File: src/abu_defs.svh
/*
 * Register offsets, field positions, reset values and vectors of the
 * address breakpoint unit. Assumes a 16-bit internal address bus.
 */
`ifndef ABU_DEFS_SVH
`define ABU_DEFS_SVH

// ********************************
// Register map
// ********************************
`define ABU_STATUS_CONTROL_ADDR 16'hFE0B
`define ABU_ADDRESS_HIGH_ADDR 16'hFE0C
`define ABU_ADDRESS_LOW_ADDR 16'hFE0D

// ********************************
// Status/control fields
// ********************************
`define ABU_ENABLE_BIT 7
`define ABU_ACTIVE_BIT 6

// ********************************
// Reset values
// ********************************
`define ABU_ADDRESS_RESET 8'h00
`define ABU_READ_IDLE 8'h00

// ********************************
// Break vectors
// ********************************
`define ABU_USER_VECTOR 16'hFFFC
`define ABU_MONITOR_VECTOR 16'hFEFC

`endif

File: src/abu_pkg.sv
/*
 * Types of the address breakpoint unit.
 * Assumes abu_defs.svh is included by the design files.
 */
package abu_pkg;

	// Unit progress: idle, waiting for the instruction end, in break
	typedef enum logic [1:0] {
		ABU_IDLE,
		ABU_PEND,
		ABU_BREAK
	} abu_state_t;

endpackage

File: src/abu_address_breakpoint_unit.sv
/*
 * Address breakpoint unit: break address registers, status/control
 * register, match logic and the break sequence handed to the CPU.
 * Assumes a synchronous internal bus on clk with one-cycle strobes,
 * and a CPU that reports its fetch address, the last cycle of each
 * instruction, RETURN_FROM_INTERRUPT_OPCODE execution and the wait, stop and monitor modes.
 */
// What this block does
// Signal a breakpoint when CPU program address equals the break address.
// CPU loads the SOFTWARE_INTERRUPT_OPCODE opcode once the current instruction completes.
// Vector is FFFC/FFFD in user mode, FEFC/FEFD in monitor mode.
// A match on an instruction's last cycle starts the break at once.
// Writing one to the active bit raises a break like a match.
// Match sets the active bit; reset clears it; software writes zero.
// Enable bit 7 gates address-match breaks; written zero or reset clears.
// RETURN_FROM_INTERRUPT_OPCODE inside the break routine ends the break state.
// Timer counter halts while a break is in progress.
// Watchdog disabled during break when the high test voltage is present.
// Flag-clear-enable decides if break-time accesses may clear status flags.
// Unit works in wait mode; wait-break status records a break wake.
// No matching in stop mode; stop leaves registers unchanged.
// Address registers hold high and low bytes; reset clears both.
// Status/control at FE0B, address high at FE0C, low at FE0D.
// A match counts only while the enable bit is set.
// Address registers read back the last bytes written.
`timescale 1ns/1ps
`include "abu_defs.svh"

module abu_address_breakpoint_unit
	import abu_pkg::*;
(
	input wire logic clk,
	input wire logic resetn,
	input wire logic [15:0] busAddr,
	input wire logic [7:0] busWrData,
	input wire logic busWr,
	input wire logic busRd,
	output logic [7:0] busRdData_ff,
	input wire logic [15:0] cpuAddr,
	input wire logic cpuFetch,
	input wire logic instrLastCycle,
	input wire logic rtiExec,
	input wire logic monitorMode,
	input wire logic waitMode,
	input wire logic stopMode,
	input wire logic highTestVoltage,
	input wire logic flagClearEnable,
	input wire logic waitBreakClear,
	output logic breakReq_ff,
	output logic forceSwi_ff,
	output logic [15:0] vectorAddr_ff,
	output logic timerHalt_ff,
	output logic watchdogDisable_ff,
	output logic flagClearAllowed_ff,
	output logic waitBreak_ff
);

	// ********************************
	// Declarations
	// ********************************
	logic [7:0] addrHigh_ff;
	logic [7:0] addrLow_ff;
	logic enable_ff;
	logic active_ff;
	abu_state_t state_ff;
	abu_state_t nxt_state;
	logic wrCtrl;
	logic wrHigh;
	logic wrLow;
	logic swBreak;
	logic hwMatch;
	logic trigger;
	logic start;
	logic [7:0] nxt_rdData;

	function automatic logic hit(input logic [15:0] a, input logic [15:0] target);
		hit = (a == target);
	endfunction

	// ********************************
	// Register decode
	// ********************************
	assign wrCtrl = busWr && hit(busAddr, `ABU_STATUS_CONTROL_ADDR);
	assign wrHigh = busWr && hit(busAddr, `ABU_ADDRESS_HIGH_ADDR);
	assign wrLow = busWr && hit(busAddr, `ABU_ADDRESS_LOW_ADDR);
	assign swBreak = wrCtrl && busWrData[`ABU_ACTIVE_BIT];

	// Stop mode masks the match term itself, so matching is held off even while the fetch address moves
	assign hwMatch = enable_ff && cpuFetch && !stopMode
		&& hit(cpuAddr, {addrHigh_ff, addrLow_ff});
	assign trigger = hwMatch || swBreak;

	// A trigger on the last cycle goes straight to the SOFTWARE_INTERRUPT_OPCODE load
	assign start = (state_ff != ABU_BREAK) && instrLastCycle
		&& (trigger || state_ff == ABU_PEND);

	// ********************************
	// Break address registers
	// ********************************
	always_ff @(posedge clk or negedge resetn) begin
		if (!resetn) begin
			addrHigh_ff <= `ABU_ADDRESS_RESET;
			addrLow_ff <= `ABU_ADDRESS_RESET;
		end else begin
			if (wrHigh) begin
				addrHigh_ff <= busWrData;
			end
			if (wrLow) begin
				addrLow_ff <= busWrData;
			end
		end
	end

	// ********************************
	// Enable and active bits
	// ********************************
	always_ff @(posedge clk or negedge resetn) begin
		if (!resetn) begin
			enable_ff <= 1'b0;
		end else if (wrCtrl) begin
			enable_ff <= busWrData[`ABU_ENABLE_BIT];
		end
	end

	// A match in the cycle of a clearing write wins, so no hit is lost
	always_ff @(posedge clk or negedge resetn) begin
		if (!resetn) begin
			active_ff <= 1'b0;
		end else if (hwMatch || swBreak) begin
			active_ff <= 1'b1;
		end else if (wrCtrl) begin
			active_ff <= 1'b0;
		end
	end

	// ********************************
	// Break sequence
	// ********************************
	always_comb begin
		nxt_state = state_ff;
		unique case (state_ff)
			ABU_IDLE: begin
				if (start) begin
					nxt_state = ABU_BREAK;
				end else if (trigger) begin
					nxt_state = ABU_PEND;
				end
			end
			ABU_PEND: begin
				if (start) begin
					nxt_state = ABU_BREAK;
				end
			end
			ABU_BREAK: begin
				if (rtiExec) begin
					nxt_state = ABU_IDLE;
				end
			end
		endcase
	end

	always_ff @(posedge clk or negedge resetn) begin
		if (!resetn) begin
			state_ff <= ABU_IDLE;
		end else begin
			state_ff <= nxt_state;
		end
	end

	// ********************************
	// CPU side outputs
	// ********************************
	always_ff @(posedge clk or negedge resetn) begin
		if (!resetn) begin
			breakReq_ff <= 1'b0;
			forceSwi_ff <= 1'b0;
			vectorAddr_ff <= `ABU_USER_VECTOR;
		end else begin
			breakReq_ff <= (nxt_state == ABU_PEND) || start;
			forceSwi_ff <= start;
			if (start) begin
				vectorAddr_ff <= monitorMode ? `ABU_MONITOR_VECTOR
					: `ABU_USER_VECTOR;
			end
		end
	end

	// ********************************
	// Effects on other modules
	// ********************************
	always_ff @(posedge clk or negedge resetn) begin
		if (!resetn) begin
			timerHalt_ff <= 1'b0;
			watchdogDisable_ff <= 1'b0;
			flagClearAllowed_ff <= 1'b1;
		end else begin
			timerHalt_ff <= (nxt_state == ABU_BREAK);
			watchdogDisable_ff <= (nxt_state == ABU_BREAK) && highTestVoltage;
			flagClearAllowed_ff <= (nxt_state != ABU_BREAK) || flagClearEnable;
		end
	end

	// Set wins over clear so a wake in the clearing cycle is kept
	always_ff @(posedge clk or negedge resetn) begin
		if (!resetn) begin
			waitBreak_ff <= 1'b0;
		end else if (start && waitMode) begin
			waitBreak_ff <= 1'b1;
		end else if (waitBreakClear) begin
			waitBreak_ff <= 1'b0;
		end
	end

	// ********************************
	// Read path
	// ********************************
	always_comb begin
		nxt_rdData = `ABU_READ_IDLE;
		if (hit(busAddr, `ABU_STATUS_CONTROL_ADDR)) begin
			nxt_rdData[`ABU_ENABLE_BIT] = enable_ff;
			nxt_rdData[`ABU_ACTIVE_BIT] = active_ff;
		end else if (hit(busAddr, `ABU_ADDRESS_HIGH_ADDR)) begin
			nxt_rdData = addrHigh_ff;
		end else if (hit(busAddr, `ABU_ADDRESS_LOW_ADDR)) begin
			nxt_rdData = addrLow_ff;
		end
	end

	// Unmapped or idle reads return zero
	always_ff @(posedge clk or negedge resetn) begin
		if (!resetn) begin
			busRdData_ff <= `ABU_READ_IDLE;
		end else begin
			busRdData_ff <= busRd ? nxt_rdData : `ABU_READ_IDLE;
		end
	end
endmodule

File: config.mk
export PLATFORM = sky130hd
export DESIGN_NAME = abu_address_breakpoint_unit
export DESIGN_NICKNAME = d
export VERILOG_FILES = /design/src/abu_pkg.sv /design/src/abu_address_breakpoint_unit.sv
export VERILOG_INCLUDE_DIRS = /design/src
export SDC_FILE = /design/constraint.sdc
export NUM_CORES = 1
export LEC_CHECK = 0
export BUFFER_PORTS_ARGS = -buffer_cell sky130_fd_sc_hd__buf_2
export CAP_MARGIN = 20
export CORE_MARGIN = 2
export CORE_UTILIZATION = 45
export CTS_BUF_LIST = sky130_fd_sc_hd__clkbuf_2
export DETAILED_ROUTE_END_ITERATION = 8
export PLACE_DENSITY = 0.78
export SLEW_MARGIN = 20
export SYNTH_ARGS = -nofsm -noshare
export SYNTH_HDL_FRONTEND = slang
export SYNTH_SLANG_ARGS = --single-unit
File: constraint.sdc
create_clock -name clk -period 1.8 [get_ports clk]
set_clock_uncertainty 0.15 [all_clocks]
set_input_delay 0.36 -clock clk [delete_from_list [all_inputs] [get_ports clk]]
set_output_delay 0.36 -clock clk [all_outputs]
set_load 0.005 [all_outputs]
; Word-level counts from Yosys, hierarchy flattened
; Cells that the tools add are included.
[totals]
reg_bits = 50
latch_bits = 0
ram_bits = 0
romBits = 0
inputBits = 53
memories = 0
[op_classes]
n_addsub = 0
n_mul = 0
div_mod_pow = 0
order_cmp = 0
eq_ne = 10
n_shift = 0
muxes = 15
bitwise_logic = 0
reduce_logical = 19
[op_table]
columns = operator, n
row1 = 16-bit equality test (second input constant), 3
row2 = 8-bit 2-to-1 mux, 3
row3 = 16-bit equality test, 1
row4 = 1-bit logical AND, 11
row5 = 2-bit 2-to-1 mux, 5
row6 = 9-bit 2-to-1 mux, 1
row7 = 6-bit 2-to-1 mux, 1
row8 = 2-bit one-hot mux with 3 select lines, 1
row9 = 2-bit by 1-bit equality test with 1-bit output (second input constant), 2
row10 = 2-bit equality test (second input constant), 2
row11 = 1-bit logical OR, 4
row12 = 1-bit 2-to-1 mux, 4
row13 = 2-bit != test (second input constant), 2
row14 = 2-bit nonzero test, 2
row15 = 2-bit logical NOT, 1
row16 = 1-bit logical NOT, 1

; Depth between registers and ports, before layout
[depth]
word_depth = 10
ltp_mapped = 7
ltp_nobuf = 7

; Worst setup path before layout
; No wires, ideal clock.
[synth_path]
path_type = input-to-reg
start = input busAddr[5]
end = register state_ff[0]
setup_time_ns = 0.126
t_arrival_ns = 1.929
required_time_ns = 1.524
slack_ns = -0.405
cell_stages = 6
n_path_buf = 0
cell_sequence = or4b_4 nor4_4 and4_1 a32o_2 nor2_1 a311o_1
[synth_between]
elab_chain_cells = 8
word_cells_on_any_way = 10
cone_classes = eq/ne (1) / mux (4) / reduce/logical (5)
[synth_rtl]
columns = item, line_no
row1 = "start, declared", abu_address_breakpoint_unit.sv:34  ; input wire logic [15:0] busAddr,
row2 = 16-bit equality test *, abu_address_breakpoint_unit.sv:77  ; hit = (a == target);
row3 = 1-bit logical AND *, abu_address_breakpoint_unit.sv:83  ; assign wrCtrl = busWr && hit(busAddr, `ABU_STATUS_CONTROL_ADDR);
row4 = 1-bit logical AND *, abu_address_breakpoint_unit.sv:86  ; assign swBreak = wrCtrl && busWrData[`ABU_ACTIVE_BIT];
row5 = 1-bit logical OR *, abu_address_breakpoint_unit.sv:91  ; assign trigger = hwMatch || swBreak;
row6 = 1-bit logical OR, abu_address_breakpoint_unit.sv:95  ; && (trigger || state_ff == ABU_PEND);
row7 = 1-bit logical AND, abu_address_breakpoint_unit.sv:95
row8 = 2-bit 2-to-1 mux (on tied branches), "abu_address_breakpoint_unit.sv:150, abu_address_breakpoint_unit.sv:143"
row9 = 2-bit one-hot mux with 3 select lines *, abu_address_breakpoint_unit.sv:141  ; unique case (state_ff)
row10 = net nxt_state[0], abu_address_breakpoint_unit.sv:66  ; abu_state_t nxt_state;
row11 = "end signal, assigned", abu_address_breakpoint_unit.sv:166  ; state_ff <= nxt_state;
row12 = "end, declared", abu_address_breakpoint_unit.sv:65  ; abu_state_t state_ff;
; Mark *: on every way through the listed nets, which the timed path passes. The rest lies on a longest branch.
; A chain may end at the register's enable or synchronous reset.

; Worst setup path after layout
[layout_path]
start = register addrHigh_ff[5]
end = register flagClearAllowed_ff
[layout_between]
elab_chain_cells = 9
word_cells_on_any_way = 11
cone_classes = eq/ne (2) / mux (4) / reduce/logical (5)
[layout_rtl]
columns = item, line_no
row1 = "start, declared", abu_address_breakpoint_unit.sv:61  ; logic [7:0] addrHigh_ff;
row2 = "start signal, assigned", abu_address_breakpoint_unit.sv:102  ; addrHigh_ff <= `ABU_ADDRESS_RESET;
row3 = "start signal, assigned", abu_address_breakpoint_unit.sv:106  ; addrHigh_ff <= busWrData;
row4 = 16-bit equality test *, abu_address_breakpoint_unit.sv:77
row5 = 1-bit logical AND *, abu_address_breakpoint_unit.sv:90  ; && hit(cpuAddr, {addrHigh_ff, addrLow_ff});
row6 = 1-bit logical OR *, abu_address_breakpoint_unit.sv:91
row7 = 1-bit logical OR, abu_address_breakpoint_unit.sv:95
row8 = 1-bit logical AND, abu_address_breakpoint_unit.sv:95
row9 = 2-bit 2-to-1 mux (on tied branches), "abu_address_breakpoint_unit.sv:150, abu_address_breakpoint_unit.sv:143"
row10 = 2-bit one-hot mux with 3 select lines *, abu_address_breakpoint_unit.sv:141
row11 = 2-bit != test *, abu_address_breakpoint_unit.sv:199  ; flagClearAllowed_ff <= (nxt_state != ABU_BREAK) || flagClearEnable;
row12 = 1-bit logical OR *, abu_address_breakpoint_unit.sv:199
row13 = "end signal, assigned", abu_address_breakpoint_unit.sv:199
row14 = "end, declared", abu_address_breakpoint_unit.sv:54  ; output logic flagClearAllowed_ff,
; Mark *: on every way between the ends. The rest lies on a longest branch, timed or not.

==> results.md <==
Outcome:
- The run finished, with violations left.
- The checks that failed: setup timing.

Critical path:
- Walking the worst path, the cells encountered are xnor2_2 -> nand4_1 -> nor4_2 -> buf_4 -> a32oi_4 -> mux2_4 -> or3_1.
- The depth of the most critical reg-to-reg path is 7.
- The worst register-to-register path begins at addrHigh_ff[5].
- The largest single stage delay on the critical path is around 0.45 ns.
- The critical register-to-register path endpoint is flagClearAllowed_ff.
- The critical path crosses 7 cells after its start point.
- The worst setup path is launched from a register.
- The arrival time of data at the critical path endpoint is roughly 2.3 ns.
- Of all nets on the critical path, the largest fanout is 2.
- The cell type of the slowest stage on the worst timing path is dfrtp_1.
- The total buffers and inverters traversed by the critical path is 1.
- Across all register-to-register paths, the minimum setup slack is -0.32 ns.
- STA classifies the critical path endpoint as a register.
- The required time at the worst-slack endpoint is between 1.5 and 2 ns.
- In this design, the largest share of critical-path delay is due to simple AND/OR/NAND/NOR gates.
- The setup path with the least slack is of type reg2reg.
- The launch point of the worst path is addrHigh_ff[5].

Job:
- The max-capacitance violation count is 0.

Pwr:
- Summed over all cells, the static leakage comes to between 0.0015 and 0.002 uW.
- The highest ir drop seen on vdd is around 0.00027 V.
- In this run the power density over the cells is approximately 510 mW/mm2.
- The design draws 1450 uW.

Detailed routing:
- The routed layout has roughly 1700 vias.
- The first detailed-routing pass ran for 4 iterations.
- For this block, the routed nets add up to 4730 um of wire.
- In the routed layout, each cell is associated on average with a via count of 4.94.
- The detail route stage leaves a number of antenna-violating nets equal to 0.
- After detailed routing, the average wire length per cell comes to roughly 14 um.
- The number of remaining DRC errors is 0.
- The initial DRC count is between 80 and 90.

Clocking:
- Buffers inserted during clock tree synthesis total 5.
- The buffer cell driving the clock tree root is clkbuf_2.
- The clock-pin slew of the registers on the worst-case setup and hold paths is between 0.2 and 0.25 ns.
- The clock sink count is 35.
- Clock latency on the worst-skew pair, taken at its later pin, is ~0.42 ns.
- The maximum level of the CTS H-tree is 2.
- The maximum number of buffers from clock root to sink is 2.
- The CTS tree is built.

Die:
- The number of top-level design ports is slightly above 80.
- The core area is roughly 0.0044 mm2.
- The effective utilization at floorplan is a little under half.
- The die boundary height is just over 70 um.
- The floorplan has 24 rows.
- The overall die area is 0.00505 mm2.
- The floorplan step set the die width to slightly above 70 um.

Placed design:
- The number of input and output port buffers inserted is 67.
- The post-DP HPWL is around 3700 um.
- The placer's final routability congestion estimate is between 0.8 and 0.9.
- The number of placed instances with taps included is between 300 and 400.

Timing:
- The routed design could run at a clock period as short as 2.12 ns.
- The count of pins over their slew limit was 0.
- The number of hold violations in the final report is 0.
- Setup repair after global routing could not meet its margin everywhere.
- Dividing the final minimum period by the clock period gives 118%.
- The maximum clock rate is about 0.47 GHz.
- After routing, the total negative slack on setup checks comes to -2.21 ns.
- The final count of negative-setup-slack endpoints is 10.
- The setup slack of the critical path after layout is -0.322 ns.

Global routing:
- For met1 alone, demand over resource in global routing was 25.3%.
- The first global-routing pass estimated just under 8000 um of wire.
- In the global route stage, met2 resource usage came out at approximately a third.
- The number of antenna violations at the first check in global routing is 0.
- For this run, the total global-route usage over all layers was measured as between 20% and 30%.
- The met3 track demand over resource in global routing is about 4.7%.
- In this run the most used layer during global routing was met2.
- Entering global routing, the biggest net connects 20 pins.
- The via count of the first global-routing pass is 1728.
- Summed over all layers, the global routing overflow is 0.

Min path:
- The source of the worst hold timing path is waitMode.
- The classification of the worst-slack hold path is in2reg.
- Along the worst hold path, the cell count comes to 2.
- For hold timing, the worst endpoint is waitBreak_ff.

Final layout:
- The core occupancy in the finished layout is around two thirds.
- The top cell types in the final layout, fill and taps aside, are buf_2 (66), buf_4 (39), dfrtp_1 (33), mux2_4 (18), nor2_1 (16).
- The number of antenna diodes in the final layout is 0.
- The finished layout holds 344 standard cells, fillers aside.
- The layout cell share with drive strength beyond 1 is a little over half.
- From synthesis to final layout, the design area changed by 40.7%.
- The count of nets after finishing is ~350.
- The library cell used most frequently in the layout, excluding fill and tap cells, is buf_2.

Logic synthesis:
- Counting flops with a built-in enable in the synthesized netlist gives 0.
- Yosys printed 0 warnings.
- The count of distinct cell types in the synthesized netlist is 42.
- After synthesis the netlist holds a flip-flop and latch count of 35.
- The synthesized netlist occupies a cell area of ~0.002 mm2.
- The cell count after synthesis came out at ~180.
- The async set or reset register ratio after synthesis is 100%.
- The mean area per synthesized cell is around 12 um2.
- The most used flip-flop cell after synthesis is dfrtp_1.
- The share of the yosys chip area belonging to registers is 43.4%.
==> flip-flops by register name (all words and copies together) (netlist names), 2 cells and up <==
name / count
addrHigh_ff: 8
addrLow_ff: 8
busRdData_ff: 8
state_ff: 2
==> how the worst max path moves through the flow <==
stage	slack [ns]	end
floorplan	-0.32	addrLow_ff[0]
global placement	-0.48	vectorAddr_ff[8]
detailed placement	-0.54	vectorAddr_ff[8]
CTS	-0.35	flagClearAllowed_ff
global route	-0.46	flagClearAllowed_ff
finish	-0.32	flagClearAllowed_ff
==> synth_stat cells (2+ instances only) <==
cell       n  area share (%)
nor2b_1    5             1.5
xor2_1     4             1.7
nand2_8    2             2.0
and4_1     2            0.87
conb_1     2            0.37
buf_4     16             5.9
a22oi_1    6             2.2
nand4_1    3            0.93
dfstp_2    2             2.6
nand2b_1   4             1.2
or3_1      2            0.62
a222oi_1   2            0.99
a211oi_1   2            0.74
buf_6      2             1.1
nor2_1    18             3.3
mux2_4    17              13
o21ai_0    3            0.74
nand2_1    6             1.1
a21oi_1    5             1.2
dfrtp_1   33              41
inv_1      5            0.93
ha_1       2             1.2
xnor2_1   12             5.2
nor3_1     3            0.74
==> timing repair <==
action | CTS | global route
hold buffers | 3 | 1
endpoints found under the hold margin | 18 | 1
buffers inserted | 5 | 4
resized for setup | 8 | 10
pin swaps | 5 | 7
setup endpoints to repair | 15 | 33
==> through the flow <==
step	instance area [um2]	hold slack, ns	setup slack (ns)
finish	2850	0.0302	-0.322
global placement	2610	0.157	-0.481
global route	2850	0.00127	-0.465
floorplan	2080	-0.0856	-0.321
CTS	2760	0.0156	-0.348
detailed placement	2610	0.163	-0.540
==> metal layers <==
layer / up-vias / wire length [um]
li1: 816 / -
met1: 806 / 1910
met2: 65 / 2400
met3: 12 / 263
met4: 0 / 157
met5: - / 0
==> logic make-up after synthesis <==
family	share of synthesized area [%]
mux	13.7
buf+inv	8.16
flops	43.4
fa+ha+maj	1.24
xor+xnor	6.92
other cells	0.371
simple gates	17.7
compound gates	8.59
==> power breakdown <==
part           internal (uW)  switching [uW]  leakage [uW]
Sequential               788           0.154      0.000477
Clock                    235             278     0.0000429
Combinational           77.2            76.1       0.00101
==> layout make-up <==
type | count | area [um2]
Multi-Input combinational cell | 130 | 1090
Tap cell | 52 | 65.1
Inverter | 5 | 18.8
Fill cell | 330 | 1510
Timing Repair Buffer | 114 | 728
Sequential cell | 35 | 878
Clock inverter | 3 | 43.8
Clock buffer | 5 | 25.0
No activity file was read; power rests on OpenSTA's default activity.
